--- src/hdl/slave_event_pkg.sv ---
// Package with register map, field layout and bus carrier of the slave event block
package slave_event_pkg;

  // ----------------------------------------------------------------
  // Register bus geometry
  // ----------------------------------------------------------------
  localparam int ADDR_W = 12;
  localparam int DATA_W = 32;

  // ----------------------------------------------------------------
  // Register byte offsets
  // ----------------------------------------------------------------
  localparam logic [ADDR_W-1:0] OFF_EVENT_MASK = 12'h00C;
  localparam logic [ADDR_W-1:0] OFF_RAW_STATUS = 12'h010;
  localparam logic [ADDR_W-1:0] OFF_MASKED_STATUS = 12'h014;
  localparam logic [ADDR_W-1:0] OFF_EVENT_CLEAR = 12'h018;

  // ----------------------------------------------------------------
  // Field positions and reset values
  // ----------------------------------------------------------------
  localparam int DATA_EVENT_BIT = 0;
  localparam logic RAW_RESET = 1'b0;
  localparam logic MASK_RESET = 1'b0;
  localparam logic [DATA_W-1:0] READ_ZERO = 32'h0000_0000;

  // Source indices into the pending vector
  localparam int SRC_RECEIVE = 0;
  localparam int SRC_TRANSMIT = 1;
  localparam int NUM_SOURCES = 2;

  // ----------------------------------------------------------------
  // Register bus request carrier
  // ----------------------------------------------------------------
  typedef struct packed {
    logic [ADDR_W-1:0] addr;
    logic [DATA_W-1:0] wdata;
    logic wr;
    logic rd;
  } reg_req_t;

endpackage

--- src/hdl/pending_rise_detect.sv ---
// Rising-edge detector that turns pending levels into one-cycle event pulses
`timescale 1ns/1ns
module pending_rise_detect
  import slave_event_pkg::*;
#(
  parameter int N = NUM_SOURCES
) (
  // Clock and reset
  input wire logic clk,
  input wire logic rstn,
  // Levels in, pulses out
  input wire logic [N-1:0] level,
  output logic [N-1:0] rise
);

  // ----------------------------------------------------------------
  // Parameter check
  // ----------------------------------------------------------------
  if (N < 1) begin : g_bad_n
    $error("pending_rise_detect needs at least one source");
  end

  logic [N-1:0] prev;
  logic [N-1:0] next_prev;

  // ----------------------------------------------------------------
  // Edge history
  // ----------------------------------------------------------------
  always_comb begin
    next_prev = level;
  end

  // Reset to zero so a level already high at release counts as a new event
  always_ff @(posedge clk) begin
    if (!rstn) begin
      prev <= '0;
    end else begin
      prev <= next_prev;
    end
  end

  for (genvar i = 0; i < N; i++) begin : g_rise
    assign rise[i] = level[i] & ~prev[i];
  end

endmodule

--- src/hdl/i2c_slave_irq_status.sv ---
// Data event status, mask, clear and interrupt logic of the slave unit
`timescale 1ns/1ns

// Behaviour
// Raw status bit 0 holds the data event, regardless of the mask.
// Masked status bit 0 shows an event signalled since the last clear; the code shows it only while mask enable is set.
// Writing one to clear register bit 0 clears the raw data event.
// Writing zero to clear register bit 0 leaves the raw event unchanged.
// Clear register is write-only; its read data carries no meaning.
// Software ignores reserved bits 31:1 and preserves them on updates.
// The raw event reaches the interrupt only while mask enable is set.
// Receive event means a received byte is waiting for software.
// Transmit event means addressed as transmitter and waiting for data.
// Masked bit is raw AND mask; it drives the interrupt output.
module i2c_slave_irq_status
  import slave_event_pkg::*;
(
  // Clock and reset
  input wire logic clk,
  input wire logic rstn,
  // Register port
  input wire reg_req_t bus_req,
  output logic [DATA_W-1:0] rdata,
  // Slave core conditions
  input wire logic receive_pending,
  input wire logic transmit_pending,
  // Interrupt
  output logic irq
);

  // ----------------------------------------------------------------
  // Address decode helper
  // ----------------------------------------------------------------
  function automatic logic hit(input logic [ADDR_W-1:0] a, input logic [ADDR_W-1:0] off);
    hit = (a == off);
  endfunction

  // ----------------------------------------------------------------
  // Event sources
  // ----------------------------------------------------------------
  logic [NUM_SOURCES-1:0] pending;
  logic [NUM_SOURCES-1:0] pending_rise;
  logic data_event_set;

  assign pending[SRC_RECEIVE] = receive_pending;
  assign pending[SRC_TRANSMIT] = transmit_pending;

  pending_rise_detect #(
    .N(NUM_SOURCES)
  ) u_rise (
    .clk(clk),
    .rstn(rstn),
    .level(pending),
    .rise(pending_rise)
  );

  // Either the receive or the transmit condition raises the one data event
  assign data_event_set = |pending_rise; // see R8

  // ----------------------------------------------------------------
  // Write decode
  // ----------------------------------------------------------------
  logic wr_mask;
  logic wr_clear;
  logic data_event_clear_bit;

  always_comb begin
    wr_mask = 1'b0;
    wr_clear = 1'b0;
    if (bus_req.wr && hit(bus_req.addr, OFF_EVENT_MASK)) begin
      wr_mask = 1'b1;
    end else if (bus_req.wr && hit(bus_req.addr, OFF_EVENT_CLEAR)) begin
      wr_clear = 1'b1;
    end
  end

  assign data_event_clear_bit = wr_clear & bus_req.wdata[DATA_EVENT_BIT];

  // ----------------------------------------------------------------
  // Mask register
  // ----------------------------------------------------------------
  logic data_event_mask_enable;
  logic next_data_event_mask_enable;

  always_comb begin
    next_data_event_mask_enable = data_event_mask_enable;
    if (wr_mask) begin
      next_data_event_mask_enable = bus_req.wdata[DATA_EVENT_BIT];
    end
  end

  always_ff @(posedge clk) begin
    if (!rstn) begin
      data_event_mask_enable <= MASK_RESET;
    end else begin
      data_event_mask_enable <= next_data_event_mask_enable;
    end
  end

  // ----------------------------------------------------------------
  // Raw data event
  // ----------------------------------------------------------------
  logic raw_data_event;
  logic next_raw_data_event;

  // A new event in the clearing cycle wins, so no request is lost
  always_comb begin
    next_raw_data_event = raw_data_event;
    if (data_event_set) begin
      next_raw_data_event = 1'b1;
    end else if (data_event_clear_bit) begin
      next_raw_data_event = 1'b0; // see R3
    end
  end

  always_ff @(posedge clk) begin
    if (!rstn) begin
      raw_data_event <= RAW_RESET;
    end else begin
      raw_data_event <= next_raw_data_event;
    end
  end

  // ----------------------------------------------------------------
  // Masked view and interrupt
  // ----------------------------------------------------------------
  logic masked_data_event;

  assign masked_data_event = raw_data_event & data_event_mask_enable; // see R7
  assign irq = masked_data_event;

  // ----------------------------------------------------------------
  // Read data
  // ----------------------------------------------------------------
  logic [DATA_W-1:0] next_rdata;

  // Reserved bits and the write-only clear register read as zero
  always_comb begin
    next_rdata = READ_ZERO;
    if (bus_req.rd) begin
      if (hit(bus_req.addr, OFF_EVENT_MASK)) begin
        next_rdata[DATA_EVENT_BIT] = data_event_mask_enable;
      end else if (hit(bus_req.addr, OFF_RAW_STATUS)) begin
        next_rdata[DATA_EVENT_BIT] = raw_data_event;
      end else if (hit(bus_req.addr, OFF_MASKED_STATUS)) begin
        next_rdata[DATA_EVENT_BIT] = masked_data_event;
      end else if (hit(bus_req.addr, OFF_EVENT_CLEAR)) begin
        next_rdata = READ_ZERO;
      end
    end
  end

  // Data stands only in the cycle after the read strobe
  always_ff @(posedge clk) begin
    if (!rstn) begin
      rdata <= READ_ZERO;
    end else begin
      rdata <= next_rdata;
    end
  end
endmodule

--- config.mk ---
export PLATFORM = sky130hd
export DESIGN_NAME = i2c_slave_irq_status
export DESIGN_NICKNAME = d
export VERILOG_FILES = /design/src/hdl/slave_event_pkg.sv /design/src/hdl/pending_rise_detect.sv /design/src/hdl/i2c_slave_irq_status.sv
export SDC_FILE = /design/constraint.sdc
export NUM_CORES = 1
export LEC_CHECK = 0
export ABC_CLOCK_PERIOD_IN_PS = 1700
export BUFFER_PORTS_ARGS = -buffer_cell sky130_fd_sc_hd__buf_2
export CORE_UTILIZATION = 27
export DETAILED_ROUTE_END_ITERATION = 10
export GPL_TIMING_DRIVEN = 0
export PLACE_DENSITY_LB_ADDON = 0.12
export SYNTH_ARGS = -nofsm -noshare
export SYNTH_HDL_FRONTEND = slang
export SYNTH_HIERARCHICAL = 1
export SYNTH_SLANG_ARGS = --single-unit
--- constraint.sdc ---
create_clock -name clk -period 1.7 [get_ports clk]
set_input_delay 0.17 -clock clk [delete_from_list [all_inputs] [get_ports clk]]
set_output_delay 0.17 -clock clk [all_outputs]
set_load 0.01 [all_outputs]
==> Yosys cells after proc, flatten, opt, wreduce, memory -nomap -nowiden <==
Cells that the tools add are included.
{ "totals": {"register_bits": 36, "out_inout_bits": 33} }
{ "op_classes": {"mux": 8, "bitwise": 6, "reduce_logical": 5, "n_eq_ne": 4} }
{ "op_table": {"columns": ["op", "count"], "rows": [
  ["equality test 12 x 5 -> 1 bit, second input constant", 3],
  ["equality test 12 x 4 -> 1 bit, second input constant", 1],
  ["two-way mux 1 bit", 8],
  ["AND 1 bit", 4],
  ["logical AND 1 bit", 2],
  ["NOT 1 bit", 2],
  ["AND reduction 2 bit", 1],
  ["nonzero test 2 bit", 1],
  ["OR reduction 2 bit", 1]
]} }

==> Longest topological paths before layout <==
{ "logic_depth": {"word_depth": 7, "ltp_mapped": 3, "depth_no_buf": 3} }

==> Cells and area by module <==
The synthesis kept the hierarchy.
{ "modules_own_cells": {"columns": ["mod", "n_inst", "area_each_um2", "cells_per_inst", "seq_area_each_um2"], "rows": [
  ["i2c_slave_irq_status", 1, 430.4, 57, 60.1],
  ["pending_rise_detect", 1, 80.1, 6, 40.0]
]} }

==> Worst setup path after synthesis <==
OpenSTA, ideal clock, no wires.
{ "synth_path": {"path_type": "input -> register", "start": "input port bus_req[43] in the netlist's numbering", "end": "register data_event_mask_enable", "setup_ns": 0.072, "path_slack_ns": 0.443, "t_arrival_ns": 1.186, "path_stages": 3, "path_cell_list": "or4_1 > nor4_2 > mux2i_1"} }
{ "synth_via": {"elab_chain_cells": 3} }
{ "synth_rtl": {"columns": ["element", "line_no", "source"], "rows": [
  ["start: declaration", "i2c_slave_irq_status.sv:22", "input wire reg_req_t bus_req,"],
  ["equality test 12 x 4 -> 1 bit", "i2c_slave_irq_status.sv:35", "hit = (a == off);"],
  ["logical AND 1 bit", "i2c_slave_irq_status.sv:70", "if (bus_req.wr && hit(bus_req.addr, OFF_EVENT_MASK)) begin"],
  ["two-way mux 1 bit", "i2c_slave_irq_status.sv:70", null],
  ["end signal: assignment", "i2c_slave_irq_status.sv:96", "data_event_mask_enable <= next_data_event_mask_enable;"],
  ["end: declaration", "i2c_slave_irq_status.sv:82", "logic data_event_mask_enable;"]
]} }
No other way between the ends.
A chain may end at the register's enable or synchronous reset.

==> Worst setup path in the final report <==
Ends and elaborated chain as after synthesis.

==> summary.txt <==
Outcome
  – Outcome: complete, no violations

Setup path
  – Reg2reg path depth: 3
  – Max incr delay on CP: between 0.5 and 0.6 ns
  – WS Path Type: in -> reg
  – CP max FO: 2
  – CP arrival: roughly 1.3 ns
  – Worst endpoint required time: between 1.5 and 2 ns
  – Crit-path slowest cell: or4_1
  – Crit path cell chain: buf_2 -> or4_1 -> nor4_2 -> mux2i_1
  – Crit path capture type: flip-flop
  – Startpoint Class: input port

Placed design
  – Placed cell count: between 100 and 150
  – Dpl hpwl: roughly 800 µm
  – Pre-CTS setup slack: approximately 0.28 ns
  – Gpl congestion: 0.628
  – Port Buf Inserts: 20

Yosys
  – Number of synthesized register bits: 5
  – Yosys cell types: 20
  – Yosys top cell by area: buf_4
  – Synth Warn #: 6
  – Mapped Cells: 63
  – Mapped Area: around 510 µm²
  – Synth top area cells: buf_4, dfxtp_1, nor2b_4
  – Register area share after synthesis: roughly 20%
  – Synth top area share: between 40 and 50%
  – Average size of a mapped cell: 8.10 µm²

Clocking
  – CTS hold repair buffers: 0
  – Post-CTS Setup Inserts: 0
  – Root Driver: clkbuf_4
  – Cts repair resizes: 0
  – CTS sink cnt: 5
  – Skew-Pair Late Insertion Delay: 0.25 ns
  – CTS tree: yes
  – CTS Buffer Depth: 2
  – CTS Buf Count: 3
  – Clock-pin slew on the worst setup and hold paths: around 0.050 ns
  – H-Tree Depth: 1

Power and ir drop
  – Leak: about 0.47 nW
  – Sw power: between 0.0001 and 0.00015 W
  – Internal power: ~0.00028 W
  – Clk pwr share: a little over a third
  – Reg power frac: 31.8%
  – Pwr dens: a little over 500 nW/µm²
  – Power share of the combinational group: 32.6%
  – Worst VDD drop: about 270 µV
  – Sw Ratio: between 20 and 30%

STA
  – Final setup viols: 0
  – Final worst-path cycle share: around two thirds
  – Max-slew violations: 0
  – Setup TNS Final: 0 ns
  – FMAX: 876 MHz
  – Final Critical Period: 1.14 ns
  – Worst Skew: between 0.006 and 0.007 ns
  – Hold Vio Cnt, Final: 0
  – RSZ-0062 raised after global routing: false
  – Final setup margin: between 0.5 and 0.6 ns

Global route
  – Total Routing Usage GR: 7.29%
  – GRT Residual Overflow: 0
  – Largest net degree at the start of global routing: 7
  – Initial antenna violation count: 0
  – Vias in the first global route: 306
  – First-pass GRT wire length: ~1100 µm

Floorplan
  – Horiz. Die Dim: roughly 45 µm
  – Row count: 15
  – Height of the die: between 40 and 50 µm
  – Core box area: between 1500 and 2000 µm²
  – DIE AREA: around 2100 µm²
  – Ports: 83
  – Starting Density: approximately 30%

Run
  – Max-capacitance violation count: 0

Finish
  – Layout area overhead: 53.2%
  – Final core occ: 44.8%
  – Layout Cells excl Fill: roughly 140
  – Diode count: 0
  – Share of cells above drive strength 1: approximately 50%
  – Final net count: approximately 170

Route
  – First-pass iteration count of the detailed router: 3
  – Iter 0 DRT Violations: 6
  – DRC: 0
  – Vias per inst: roughly 3.1
  – DR WL/cell: approximately 6 µm
  – Final wirelength: around 840 µm
  – Post-route ant nets: 0
  – Vias: ~450

Min path
  – Cells on Worst Hold Path: 2
  – Worst hold path type: in -> reg
[final timing paths]
kind | slack [ns] | to | startpoint
setup / recovery | 0.56 | data_event_mask_enable | bus_req[43]
hold / removal | 0.15 | u_rise/prev[0] | receive_pending
setup reg to reg | 0.89 | raw_data_event | u_rise/prev[1]
hold reg to reg | 0.47 | data_event_mask_enable | data_event_mask_enable
[cell type report]
class / count / area [µm²]
plain buffers: 31 / 233
clock buffers: 3 / 22.5
clock inverters: 1 / 5.00
fillers: 193 / 963
inverters: 1 / 3.75
multi-input cells: 56 / 287
flip-flops and latches: 5 / 100
well taps: 25 / 31.3
repair buffers: 20 / 100
[worst max-delay path, delay by kind of cell]
family | cells | cell delay [ns]
muxes | 1 | 0.20
and+or+nand+nor | 2 | 0.85
buffers and inverters | 1 | 0.09
[placed cells by master (no fill, tap or decap), types with 2 or more instances in the layout]
cell type and n:
buf_4 31, dfxtp_1 5, clkbuf_4 3, nor3_1 2, buf_2 20, nor2b_4 2
nand2_1 6, and2_1 3, conb_1 31
[stage by stage]
step	hold WS (ns)	total power (W)	instance area (µm²)
2_1_floorplan	0.292	0.000226	623
3_3_place_gp	0.391	0.000253	754
3_5_place_dp	0.397	0.000254	754
4_1_cts	0.139	0.000397	782
5_1_grt	0.155	0.000420	782
6_report	0.146	0.000395	782
[kinds of logic after synthesis]
| group | Yosys count | synth area share, % |
|---|---|---|
| AOI/OAI and AO/OA | 4 | 4.66 |
| buffers and inverters | 32 | 46.3 |
| other | 1 | 0.735 |
| DFF | 5 | 19.6 |
| and+or+nand+nor | 20 | 26.7 |
| muxes | 1 | 1.96 |
[cell usage after synthesis]
cell / number
nor4_2: 1
inv_1: 1
nor2b_4: 2
a31oi_1: 1
nand2_1: 6
nand3b_1: 1
mux2i_1: 1
nor3_1: 2
o21ai_0: 1
nand4b_1: 1
and3_1: 1
a21oi_1: 1
o31ai_1: 1
or4_1: 1
or4_4: 1
buf_4: 31
dfxtp_1: 5
conb_1: 1
nor2_1: 1
and2_1: 3
[power by group through the flow]
stage / Sequential (W) / Combinational [W] / Clock, W
after CTS: 0.000125 / 0.000127 / 0.000145
after global routing: 0.000125 / 0.000141 / 0.000154
final: 0.000125 / 0.000128 / 0.000141
after detailed placement: 0.000128 / 0.000127 / 0
after floorplan: 0.000127 / 0.0000994 / 0
after global placement: 0.000128 / 0.000126 / 0
[registers in the layout, summed over array words and instances, names as in the netlist]
name	flops
u_rise/prev	2
raw_data_event	1
rdata	1
data_event_mask_enable	1
[layer usage]
metal / wire [µm] / global-route usage (%) / up-vias
li1: - / - / 252
met1: 330 / 6.92 / 160
met2: 383 / 12.9 / 32
met3: 121 / 3.57 / 2
met4: 2 / 3.64 / 0
met5: 0 / 0 / -
Power figures use the tool's default switching activity.
